`config.mk`:
```
export PLATFORM = sky130hd
export DESIGN_NAME = nvm_command_controller
export DESIGN_NICKNAME = d
export VERILOG_FILES = /design/src/nvm_pkg.sv /design/src/nvm_busy_if.sv /design/src/nvm_busy_tracker.sv /design/src/nvm_command_controller.sv
export SDC_FILE = /design/constraint.sdc
export NUM_CORES = 1
export LEC_CHECK = 0
export ABC_AREA = 1
export BUFFER_PORTS_ARGS = -buffer_cell sky130_fd_sc_hd__buf_2
export CAP_MARGIN = 0
export CELL_PAD_IN_SITES_DETAIL_PLACEMENT = 1
export CELL_PAD_IN_SITES_GLOBAL_PLACEMENT = 2
export CORE_ASPECT_RATIO = 0.75
export CORE_MARGIN = 2
export CORE_UTILIZATION = 31
export CTS_BUF_LIST = sky130_fd_sc_hd__clkbuf_4 sky130_fd_sc_hd__clkbuf_8
export DETAILED_ROUTE_END_ITERATION = 16
export GPL_TIMING_DRIVEN = 0
export PLACE_DENSITY = 0.86
export SLEW_MARGIN = 20
export SYNTH_ARGS = -nofsm -noshare
export SYNTH_HDL_FRONTEND = slang
export SYNTH_HIERARCHICAL = 1
export SYNTH_SLANG_ARGS = --single-unit
```
`constraint.sdc`:
```
create_clock -name mclk -period 3.29 [get_ports mclk]
set_clock_uncertainty 0.1 [all_clocks]
set_input_delay 0.329 -clock mclk [delete_from_list [all_inputs] [get_ports mclk]]
set_output_delay 0.329 -clock mclk [all_outputs]
set_load 0.05 [all_outputs]
```
`src/nvm_pkg.sv`:
```
// constants, field positions and types shared by the nonvolatile controller
package nvm_pkg;

	// ==================================================
	// register offsets
	localparam logic [3:0] OFS_COMMAND = 4'h0;
	localparam logic [3:0] OFS_LOCK = 4'h1;
	localparam logic [3:0] OFS_STATUS = 4'h2;
	localparam logic [3:0] OFS_IRQ_ENABLE = 4'h3;
	localparam logic [3:0] OFS_IRQ_FLAG = 4'h4;
	localparam logic [3:0] OFS_FUSE_LO = 4'h6;
	localparam logic [3:0] OFS_FUSE_HI = 4'h7;
	localparam logic [3:0] OFS_ADDR_LO = 4'h8;
	localparam logic [3:0] OFS_ADDR_HI = 4'h9;

	// ==================================================
	// field positions
	localparam int CMD_LSB = 0;
	localparam int CMD_MSB = 2;
	localparam int LOCK_APP_BIT = 0;
	localparam int LOCK_BOOT_BIT = 1;
	localparam int STAT_FLASH_BIT = 0;
	localparam int STAT_EEPROM_BIT = 1;
	localparam int STAT_FAULT_BIT = 2;
	localparam int IRQ_READY_BIT = 0;

	// ==================================================
	// reset values and vector
	localparam logic [7:0] RST_BYTE = 8'h00;
	localparam logic [15:0] RST_WORD = 16'h0000;
	localparam logic [7:0] READY_VECTOR_OFS = 8'h00;

	// ==================================================
	// memory map regions, plain defaults
	localparam logic [15:0] BOOT_LAST_DEF = 16'h01FF;
	localparam logic [15:0] APP_LAST_DEF = 16'h0FFF;
	localparam logic [15:0] EE_FIRST_DEF = 16'h1400;
	localparam logic [15:0] EE_LAST_DEF = 16'h147F;

	// ==================================================
	// types
	typedef enum logic [2:0] {
		CMD_NONE = 3'h0,
		CMD_PAGE_PROGRAM = 3'h1,
		CMD_PAGE_WIPE = 3'h2,
		CMD_WIPE_THEN_PROGRAM = 3'h3,
		CMD_BUFFER_RESET = 3'h4,
		CMD_WHOLE_CHIP_WIPE = 3'h5,
		CMD_EEPROM_WIPE = 3'h6,
		CMD_FUSE_PROGRAM = 3'h7
	} cmd_t;

	typedef enum logic [1:0] {
		MODE_IDLE = 2'h0,
		MODE_STANDBY = 2'h1,
		MODE_POWER_DOWN = 2'h2
	} sleep_mode_t;

	typedef enum logic [1:0] {
		SLP_RUN = 2'h0,
		SLP_HOLD = 2'h1,
		SLP_ASLEEP = 2'h3,
		SLP_WAKE = 2'h2
	} sleep_state_t;

endpackage

```
`src/nvm_busy_if.sv`:
```
// busy and ready signals between the busy tracker and the controller
`timescale 1ns/100ps
interface nvm_busy_if;
	logic flash_busy;
	logic eeprom_busy;
	logic ready_pulse;
	logic write_active;

	modport tracker (
		output flash_busy,
		output eeprom_busy,
		output ready_pulse,
		output write_active
	);
	modport ctrl (
		input flash_busy,
		input eeprom_busy,
		input ready_pulse,
		input write_active
	);
endinterface

```
`src/nvm_busy_tracker.sv`:
```
// registers array busy levels and marks the end of an eeprom command
`timescale 1ns/100ps
module nvm_busy_tracker (
	input wire logic mclk,
	input wire logic srst,
	input wire logic flash_busy_in,
	input wire logic eeprom_busy_in,
	nvm_busy_if.tracker bus
);
	import nvm_pkg::*;

	typedef struct packed {
		logic flash_busy;
		logic eeprom_busy;
		logic ready_pulse;
	} trk_state_t;

	trk_state_t s_reg;
	trk_state_t s_next;

	// ==================================================
	// state update
	always_comb
	begin
		s_next = s_reg;
		s_next.flash_busy = flash_busy_in;
		s_next.eeprom_busy = eeprom_busy_in;
		s_next.ready_pulse = s_reg.eeprom_busy & ~eeprom_busy_in;
	end

	always_ff @(posedge mclk)
	begin
		if (srst)
			s_reg <= '0;
		else
			s_reg <= s_next;
	end

	assign bus.flash_busy = s_reg.flash_busy;
	assign bus.eeprom_busy = s_reg.eeprom_busy;
	assign bus.ready_pulse = s_reg.ready_pulse;
	assign bus.write_active = s_reg.flash_busy | s_reg.eeprom_busy;
endmodule

```
`src/nvm_command_controller.sv`:
```
// register file, command issue, locks, interrupt and sleep handling
`timescale 1ns/100ps
module nvm_command_controller #(
	parameter logic [15:0] BOOT_LAST = nvm_pkg::BOOT_LAST_DEF,
	parameter logic [15:0] APP_LAST = nvm_pkg::APP_LAST_DEF,
	parameter logic [15:0] EE_FIRST = nvm_pkg::EE_FIRST_DEF,
	parameter logic [15:0] EE_LAST = nvm_pkg::EE_LAST_DEF
) (
	input wire logic mclk,
	input wire logic srst,
	input wire logic [3:0] reg_addr,
	input wire logic [7:0] reg_wdata,
	input wire logic reg_wr,
	input wire logic reg_rd,
	output logic [7:0] reg_rdata,
	input wire logic self_program_key_window,
	input wire logic access_from_debug,
	input wire logic exec_in_boot,
	input wire logic buf_store,
	input wire logic [15:0] buf_store_addr,
	input wire logic buf_mixed_sections,
	input wire logic keep_eeprom_on_wipe,
	input wire logic flash_busy_in,
	input wire logic eeprom_busy_in,
	input wire logic sleep_req,
	input wire nvm_pkg::sleep_mode_t sleep_mode,
	output logic op_start,
	output nvm_pkg::cmd_t op_code,
	output logic op_to_eeprom,
	output logic op_keep_eeprom,
	output logic [15:0] op_address,
	output logic [15:0] op_fuse_value,
	output logic boot_area_blank,
	output logic app_code_write_guard,
	output logic eeprom_ready_irq,
	output logic ctrl_asleep,
	output logic clock_hold,
	output logic wake_req,
	output logic buffer_reset
);
	import nvm_pkg::*;

	typedef struct packed {
		cmd_t cmd;
		logic app_guard;
		logic boot_lock;
		logic boot_active;
		logic fault;
		logic irq_en;
		logic ready_flag;
		logic [15:0] fuse_value;
		logic [15:0] address;
		logic [7:0] rdata;
		logic op_start;
		cmd_t op_code;
		logic op_ee;
		logic op_keep;
		logic irq;
		sleep_state_t slp;
		logic asleep;
		logic hold;
		logic wake;
		logic bclr;
	} ctrl_state_t;

	ctrl_state_t s_reg;
	ctrl_state_t s_next;
	nvm_busy_if busy_bus ();

	nvm_busy_tracker u_busy (
		.mclk(mclk),
		.srst(srst),
		.flash_busy_in(flash_busy_in),
		.eeprom_busy_in(eeprom_busy_in),
		.bus(busy_bus.tracker)
	);

	function automatic logic in_eeprom(input logic [15:0] a);
		in_eeprom = (a >= EE_FIRST) && (a <= EE_LAST);
	endfunction

	function automatic logic in_boot(input logic [15:0] a);
		in_boot = (a <= BOOT_LAST);
	endfunction

	function automatic logic in_app(input logic [15:0] a);
		in_app = (a > BOOT_LAST) && (a <= APP_LAST);
	endfunction

	// ==================================================
	// decode helpers
	logic cmd_write;
	logic cmd_taken;
	logic write_busy;
	logic page_cmd;
	logic page_bad;
	cmd_t new_cmd;

	always_comb
	begin
		new_cmd = cmd_t'(reg_wdata[CMD_MSB:CMD_LSB]);
		cmd_write = reg_wr && (reg_addr == OFS_COMMAND);
		// registered busy lags a launch by two edges; launch pulse and raw levels bridge it
		write_busy = busy_bus.write_active || flash_busy_in || eeprom_busy_in || s_reg.op_start;
		// busy arrays refuse a second command; fuse program from the cpu never lands
		cmd_taken = cmd_write && self_program_key_window
			&& !write_busy
			&& !((new_cmd == CMD_FUSE_PROGRAM) && !access_from_debug);
		page_cmd = (new_cmd == CMD_PAGE_PROGRAM) || (new_cmd == CMD_PAGE_WIPE)
			|| (new_cmd == CMD_WIPE_THEN_PROGRAM);
		// boot is never a cpu target of a page command; guarded app code refuses too
		page_bad = page_cmd && (buf_mixed_sections
			|| (in_boot(s_reg.address) && !access_from_debug)
			|| (in_app(s_reg.address) && s_reg.app_guard));
	end

	// ==================================================
	// next state
	always_comb
	begin
		s_next = s_reg;
		s_next.op_start = 1'b0;
		s_next.wake = 1'b0;
		s_next.bclr = 1'b0;
		s_next.rdata = RST_BYTE;

		// command issue
		if (cmd_taken)
		begin
			s_next.cmd = new_cmd;
			s_next.fault = page_bad;
			if (new_cmd != CMD_NONE && !page_bad)
			begin
				s_next.op_start = 1'b1;
				s_next.op_code = new_cmd;
				s_next.op_ee = in_eeprom(s_reg.address);
				s_next.op_keep = keep_eeprom_on_wipe;
			end
		end

		// lock bits are set-only
		if (reg_wr && reg_addr == OFS_LOCK)
		begin
			if (reg_wdata[LOCK_APP_BIT])
				s_next.app_guard = 1'b1;
			if (reg_wdata[LOCK_BOOT_BIT] && exec_in_boot)
				s_next.boot_lock = 1'b1;
		end
		// lock can only be written inside boot, so any cycle outside means boot was left
		if (s_reg.boot_lock && !exec_in_boot)
			s_next.boot_active = 1'b1;

		if (reg_wr && reg_addr == OFS_IRQ_ENABLE)
			s_next.irq_en = reg_wdata[IRQ_READY_BIT];
		if (reg_wr && reg_addr == OFS_FUSE_LO)
			s_next.fuse_value[7:0] = reg_wdata;
		if (reg_wr && reg_addr == OFS_FUSE_HI)
			s_next.fuse_value[15:8] = reg_wdata;
		if (reg_wr && reg_addr == OFS_ADDR_LO)
			s_next.address[7:0] = reg_wdata;
		if (reg_wr && reg_addr == OFS_ADDR_HI)
			s_next.address[15:8] = reg_wdata;
		if (buf_store)
			s_next.address = buf_store_addr;

		// ready flag: clear by one, but a ready level wins over the clear
		if (reg_wr && reg_addr == OFS_IRQ_FLAG && reg_wdata[IRQ_READY_BIT])
			s_next.ready_flag = 1'b0;
		if (busy_bus.ready_pulse || !busy_bus.eeprom_busy)
			s_next.ready_flag = 1'b1;
		s_next.irq = s_next.irq_en && s_next.ready_flag;

		// register reads
		if (reg_rd)
		begin
			case (reg_addr)
				OFS_COMMAND: s_next.rdata = {5'h00, s_reg.cmd};
				OFS_LOCK: s_next.rdata = {6'h00, s_reg.boot_lock, s_reg.app_guard};
				OFS_STATUS: s_next.rdata = {5'h00, s_reg.fault, busy_bus.eeprom_busy,
					busy_bus.flash_busy};
				OFS_IRQ_ENABLE: s_next.rdata = {7'h00, s_reg.irq_en};
				OFS_IRQ_FLAG: s_next.rdata = {7'h00, s_reg.ready_flag};
				OFS_FUSE_LO: s_next.rdata = s_reg.fuse_value[7:0];
				OFS_FUSE_HI: s_next.rdata = s_reg.fuse_value[15:8];
				OFS_ADDR_LO: s_next.rdata = s_reg.address[7:0];
				OFS_ADDR_HI: s_next.rdata = s_reg.address[15:8];
				default: s_next.rdata = RST_BYTE;
			endcase
		end

		// sleep handling
		case (s_reg.slp)
			SLP_RUN:
			begin
				if (sleep_req)
				begin
					if (write_busy)
						s_next.slp = SLP_HOLD;
					else
						s_next.slp = SLP_ASLEEP;
				end
			end
			SLP_HOLD:
			begin
				if (!sleep_req)
				begin
					s_next.slp = SLP_WAKE;
					s_next.bclr = 1'b1;
				end
				else if (!write_busy)
					s_next.slp = SLP_ASLEEP;
			end
			SLP_ASLEEP:
			begin
				if (!sleep_req)
				begin
					s_next.slp = SLP_WAKE;
					s_next.bclr = 1'b1;
				end
				else if (sleep_mode == MODE_IDLE && s_reg.irq)
					s_next.wake = 1'b1;
			end
			SLP_WAKE:
				s_next.slp = SLP_RUN;
			default:
				s_next.slp = SLP_RUN;
		endcase
		s_next.asleep = (s_next.slp == SLP_ASLEEP);
		s_next.hold = (s_next.slp == SLP_HOLD);
	end

	always_ff @(posedge mclk)
	begin
		if (srst)
		begin
			s_reg <= '0;
			s_reg.slp <= SLP_RUN;
			s_reg.cmd <= CMD_NONE;
			s_reg.op_code <= CMD_NONE;
		end
		else
			s_reg <= s_next;
	end

	// ==================================================
	// outputs
	assign reg_rdata = s_reg.rdata;
	assign op_start = s_reg.op_start;
	assign op_code = s_reg.op_code;
	assign op_to_eeprom = s_reg.op_ee;
	assign op_keep_eeprom = s_reg.op_keep;
	assign op_address = s_reg.address;
	assign op_fuse_value = s_reg.fuse_value;
	assign boot_area_blank = s_reg.boot_active;
	assign app_code_write_guard = s_reg.app_guard;
	assign eeprom_ready_irq = s_reg.irq;
	assign ctrl_asleep = s_reg.asleep;
	assign clock_hold = s_reg.hold;
	assign wake_req = s_reg.wake;
	assign buffer_reset = s_reg.bclr;
endmodule

```
---- Word level (Yosys, flattened, before mapping) ----
Index checks and enable logic that the tools add are counted.
Widths: inputs -> output; s select.
storage, ports and cells
  output and inout port bits .............. 53
  input bits .............................. 43
  memory bits (read-only) ................. 0
  memories ................................ 0
  RAM bits ................................ 0
  bits in registers ....................... 65
  latch bits .............................. 0
operators by class
  bitwise operators ....................... 8
  div/mod/pow operators ................... 0
  magnitude comparators ................... 5
  equality and inequality tests ........... 17
  reductions and logical operators ........ 51
  shifts and indexed selects .............. 0
  add/subtract/negate cells ............... 0
  mux-type cells .......................... 16
  $mul .................................... 0
operator list
  kind                  count
  $pmux 8 s9            1
  $logic_and 1x1->1     23
  $ge 16x13->1 const B  1
  $gt 16x9->1 const B   1
  $le 16x12->1 const B  1
  $le 16x13->1 const B  1
  $le 16x9->1 const B   1
  $mux 16               1
  $mux 8                2
  $eq 4x3->1 const B    3
  $mux 2                5
  $eq 4x2->1 const B    2
  $eq 4x4->1 const B    2
  $logic_or 1x1->1      8
  $pmux 2 s4            1
  $reduce_or 2->1       4
  $eq 2x2->1 const B    3
  $eq 3x2->1 const B    2
  $logic_not 1->1       6
  $mux 6                1
  $not 1->1             6
  $reduce_and 2->1      3
  $mux 1                5
  $eq 2x1->1 const B    2
  10 further kinds      12

---- Longest topological paths before layout ----
  word-level depth ........................ 9
  gate-level depth with buffers ........... 10
  mapped depth without buffers ............ 10

---- Hierarchy ----
The synthesis kept the hierarchy.
modules (own cells, without submodules)
  module                  area each (µm²)  cells each  instances
  nvm_command_controller  3091.7           434         1
  nvm_busy_tracker        88.8             10          1

---- Worst setup path after synthesis ----
No wires, ideal clock.
  path type ............................... register -> register
  start point ............................. register s_reg (netlist bit op_start)
  end point ............................... register, netlist name op_code[0]
  path buffers ............................ 0
  cell stages (with the launch flop) ...... 10
  path slack .............................. 1825 ps
  period minus slack after synthesis ...... 1465 ps
  library setup time ...................... 113 ps
  arrival ................................. 1252 ps
  cell sequence ........................... dfxtp_1 -> nor2_1 -> nand2_1 -> nor2_1 -> nand2_2 -> inv_1 -> nand2_2 -> nand3_1 -> nand2_1 -> nor2_1
on the way
  cells in the longest elaborated chain, start to end .. 5
RTL lines
  element                     line                           RTL
  start, declared             nvm_command_controller.sv:66   ctrl_state_t s_reg;
  start signal, assigned      nvm_command_controller.sv:242  s_reg <= s_next;
  $logic_or 1x1->1            nvm_command_controller.sv:104  write_busy = busy_bus.write_active || flash_busy_in || eeprom_busy_in || s_reg.op_start;
  $logic_not 1->1             --
  $logic_and 1x1->1           nvm_command_controller.sv:107  && !write_busy
  $logic_and 1x1->1           nvm_command_controller.sv:108  && !((new_cmd == CMD_FUSE_PROGRAM) && !access_from_debug);
  $reduce_and 2->1 (no line)  --
No other way between the ends.
A chain may end at the register's enable or synchronous reset.

---- Worst setup path after layout ----
  start point ............................. register u_busy.s_reg (netlist bit u_busy/bus.eeprom_busy)
  end point ............................... register s_reg (netlist bit op_to_eeprom)
on the way
  cells in the longest elaborated chain, start to end .. 8
RTL lines
  element                          line                           RTL
  start, declared                  nvm_busy_tracker.sv:18         trk_state_t s_reg;
  start signal, assigned           nvm_busy_tracker.sv:36         s_reg <= s_next;
  $or 1x1->1                       nvm_busy_tracker.sv:42         assign bus.write_active = s_reg.flash_busy | s_reg.eeprom_busy;
  named net busy_bus.write_active  nvm_busy_if.sv:7               logic write_active;
  $logic_or 1x1->1 (3 in series)   nvm_command_controller.sv:104
  $logic_not 1->1                  --
  $logic_and 1x1->1                nvm_command_controller.sv:107
  $logic_and 1x1->1                nvm_command_controller.sv:108
  $reduce_and 2->1 (no line)       --
The timed path passes the listed nets, and every way through them passes these cells.

==> summary by stage <==
Power and ir drop
VDD sags by at most 0.213 mV. The power per cell area is ~470 mW/mm^2. The static leakage power is approximately 1.9 nW.

Clock tree
The clock drives 65 sinks. TritonCTS built the clock tree. The post-CTS resize count is 0. Clock latency on the worst-skew pair, taken at its later pin, is 0.35 ns. Once the clock tree was built, the setup fixing pass inserted 0 buffers.

The root buffer cell is clkbuf_8. The H-tree was split into 3 levels. Clock tree synthesis inserted a total of 9 buffers.

In this run the deepest clock path goes through 2 buffers. The number of hold buffers added after CTS was 0. The clock slew at the register clock pins of the worst setup and hold paths is 0.08 ns.

Worst setup path
The delay of the slowest cell on the worst path is 0.34 ns. STA classifies the critical path endpoint as a register. Along the worst path, the maximum fanout reaches 4. Grouping stages by cell kind, the critical path spends the most delay in simple AND/OR/NAND/NOR gates.

The setup path with the least slack is of type register to register. The cell at the slowest stage of the critical path is dfxtp_1. The critical path goes through or2_1 -> nor2_1 -> nand3_1 -> nor2_1 -> nand2_1 -> nor2_1 -> nor2_1 -> nor2_1 -> nor2_1. The required arrival time at the worst endpoint is roughly 3.4 ns.

The worst register-to-register path has a setup slack of 1.48 ns. Among the stages of the critical path, the cell type that occurs most often is nor2_1. The worst setup path is launched from a register. For the worst setup path, the data arrival time is slightly below 2 ns. The number of buffers and inverters on the critical path is 0.

Floorplan
The die height is slightly above 90 um. The die is roughly 120 um wide. The floorplan step defined a core boundary enclosing 0.00981 sq mm. The area of the die is 0.0111 sq mm.

The number of placed I/O pins is 96. The total number of placement rows is 31. The starting density of the core is ~32%.

Placement
The count of buffers from port buffering is 93. Once detailed placement completed, the half-perimeter wirelength came to about 8 mm. The congestion estimate from routability-driven global placement came to between 0.8 and 0.9.

The worst-case setup slack after placement is between 1 and 1.5 ns.

Routing
Once detail routing completed, the nets flagged for antenna violations numbered 0. The overall via count from detail_route is around 3100. Dividing the detail-routed wire length by the instance count gives ~15 um. After detailed routing, the met3 layer carries 556 um of wire. After detailed routing, the number of remaining DRC violations is 0. The detailed router used layers up to and including met4.

The sum of routed wire segments on met1 is 5.36 mm. For this block, the routed nets add up to between 10 and 15 mm of wire. The DRC violation total after the first TritonRoute iteration is between 150 and 200.

The number of optimization iterations in the first detailed-route pass is 4. Wire segments on met2 add up to ~4.3 mm in the final route. The average vias per placed instance is between 4 and 5.

GRT
Entering global routing, the biggest net connects 12 pins. The number of global-route vias before repair is between 3000 and 4000. For this run the aggregate overflow at the end of global routing stands at 0.

The first global-routing pass estimated approximately 16 mm of wire. The initial antenna violation count is 0. The global router's overall resource usage is approximately a fifth.

Yosys
The number of nets handed over by synthesis was just under 500. The synthesized design contains 65 register bits. Of the synthesized area, sequential elements account for 40.9%. Synthesis handed over a netlist of around 440 instances. Each instance of the synthesized netlist takes up on average between 7 and 8 sq um. The summed instance area of the synthesized netlist is ~0.0032 sq mm.

The Yosys step of the flow raised 6 warnings. In this run, distinct cell masters in the synthesized netlist total 26.

STA
The fraction of the cycle the final worst path needs is between 50 and 60%. The clock period minus worst slack is 1.81 ns. The number of failing hold endpoints at the final stage was 0. For this run, the top clock speed supported by timing is 554 MHz. Setup total negative slack on the finished layout was measured at 0 ns.

The count of final max-slew check failures is 0. Measured against its own limit, the worst slew margin works out to 58.8%. The post-route worst setup slack is between 1 and 1.5 ns. Setup repair after global routing left no endpoint under its margin.

For the pin with the worst max-slew slack, the measured transition is around 0.62 ns. Setup violations remaining at the end of the flow were counted as 0.

Layout
Cells fill between 40% and 50% of the core in the end. The synthesis-to-finish area growth is 27.0%. The number of diodes added for antenna fixing is 0. The most common cell after layout, fill and taps aside is buf_2. Fill cells in the final layout number between 1000 and 1500.

In the layout the commonest cells are buf_2, dfxtp_1, nand2_1, inv_1, nor2_1. The fraction of layout instances using a drive strength above 1 is 31.5%. For this run, the post-layout net count is ~590.

Min path
The tightest min-delay check is of the input pin to register type.

Flow run
The max-capacitance violation count is 0.

Status
The flow ran to the end, and the final reports show no timing, DRC or antenna violations.
[kinds of logic (layout without fill, tap and decap cells)]
| group | Yosys count | after routing | share of synthesized area [%] |
|---|---|---|---|
| flops | 65 | 65 | 40.9 |
| compound gates | 95 | 95 | 15.6 |
| simple gates | 172 | 172 | 24.9 |
| buf+inv | 112 | 221 | 18.5 |
[worst paths after layout]
kind                                             endpoint                              start  cells after the start
worst max-delay path            op_to_eeprom$_SDFFE_PP0P_  u_busy/bus.eeprom_busy$_SDFF_PP0_                      9
worst min-delay path                  wake_req$_SDFF_PP0_                      sleep_mode[1]                      2
worst max register to register  op_to_eeprom$_SDFFE_PP0P_  u_busy/bus.eeprom_busy$_SDFF_PP0_                      9
worst min register to register        wake_req$_SDFF_PP0_        eeprom_ready_irq$_SDFF_PP0_                      2
[area by class of cell]
class,count,area [sq um],share of cell area (%)
inverter,57,214,5.30
clock inverter,5,77.6,1.92
sequential,65,1300,32.2
clock buffer,11,151,3.75
buffer,55,375,9.29
tap,132,165,4.09
timing repair buffer,93,465,11.5
multi-input combinational,267,1290,31.9
[through the flow]
| stage | hold WS, ns | cells | cell area (sq um) | power [W] |
|---|---|---|---|---|
| floorplan | 0.300 | 444 | 3180 | 0.00103 |
| global placement | 0.322 | 669 | 3810 | 0.00112 |
| detailed placement | 0.337 | 669 | 3810 | 0.00113 |
| CTS | 0.0253 | 685 | 4040 | 0.00191 |
| global route | 0.0298 | 685 | 4040 | 0.00198 |
| finish | 0.0352 | 685 | 4040 | 0.00190 |
[layer usage]
metal,vias up,track usage (%)
li1,1606,-
met1,1436,28.3
met2,83,27.8
met3,9,4.66
met4,0,4.94
met5,-,0
[Yosys cell counts]
cell type  instances  area share, %
nor3_1             9            1.4
a31oi_1            9            1.8
a21oi_1           46            7.2
clkbuf_2           1           0.16
nand4_1            3           0.59
nand2_4            1           0.35
nand3b_1           1           0.24
nand3_1           28            4.4
clkbuf_1           6           0.71
nor2_4             5            1.8
nor4_1             1           0.20
and3_1             1           0.20
nor2_2             3           0.59
buf_2              5           0.79
nand2_1           60            7.1
o22ai_1            8            1.6
buf_4             43             10
inv_2              1           0.12
nand3_4            1           0.55
or2_1              1           0.20
nor2_1            53            6.3
dfxtp_1           65             41
inv_1             56            6.6
nand2_2            4           0.79
o21ai_0           32            5.0
nand3_2            1           0.31
[power by group]
part	switching, W	leakage, nW	internal (W)
Clock	0.000328	0.115	0.000465
Sequential	0.0000207	0.530	0.000811
Combinational	0.000192	1.30	0.0000866
Total	0.000541	1.95	0.00136
No activity file was read; power rests on OpenSTA's default activity.
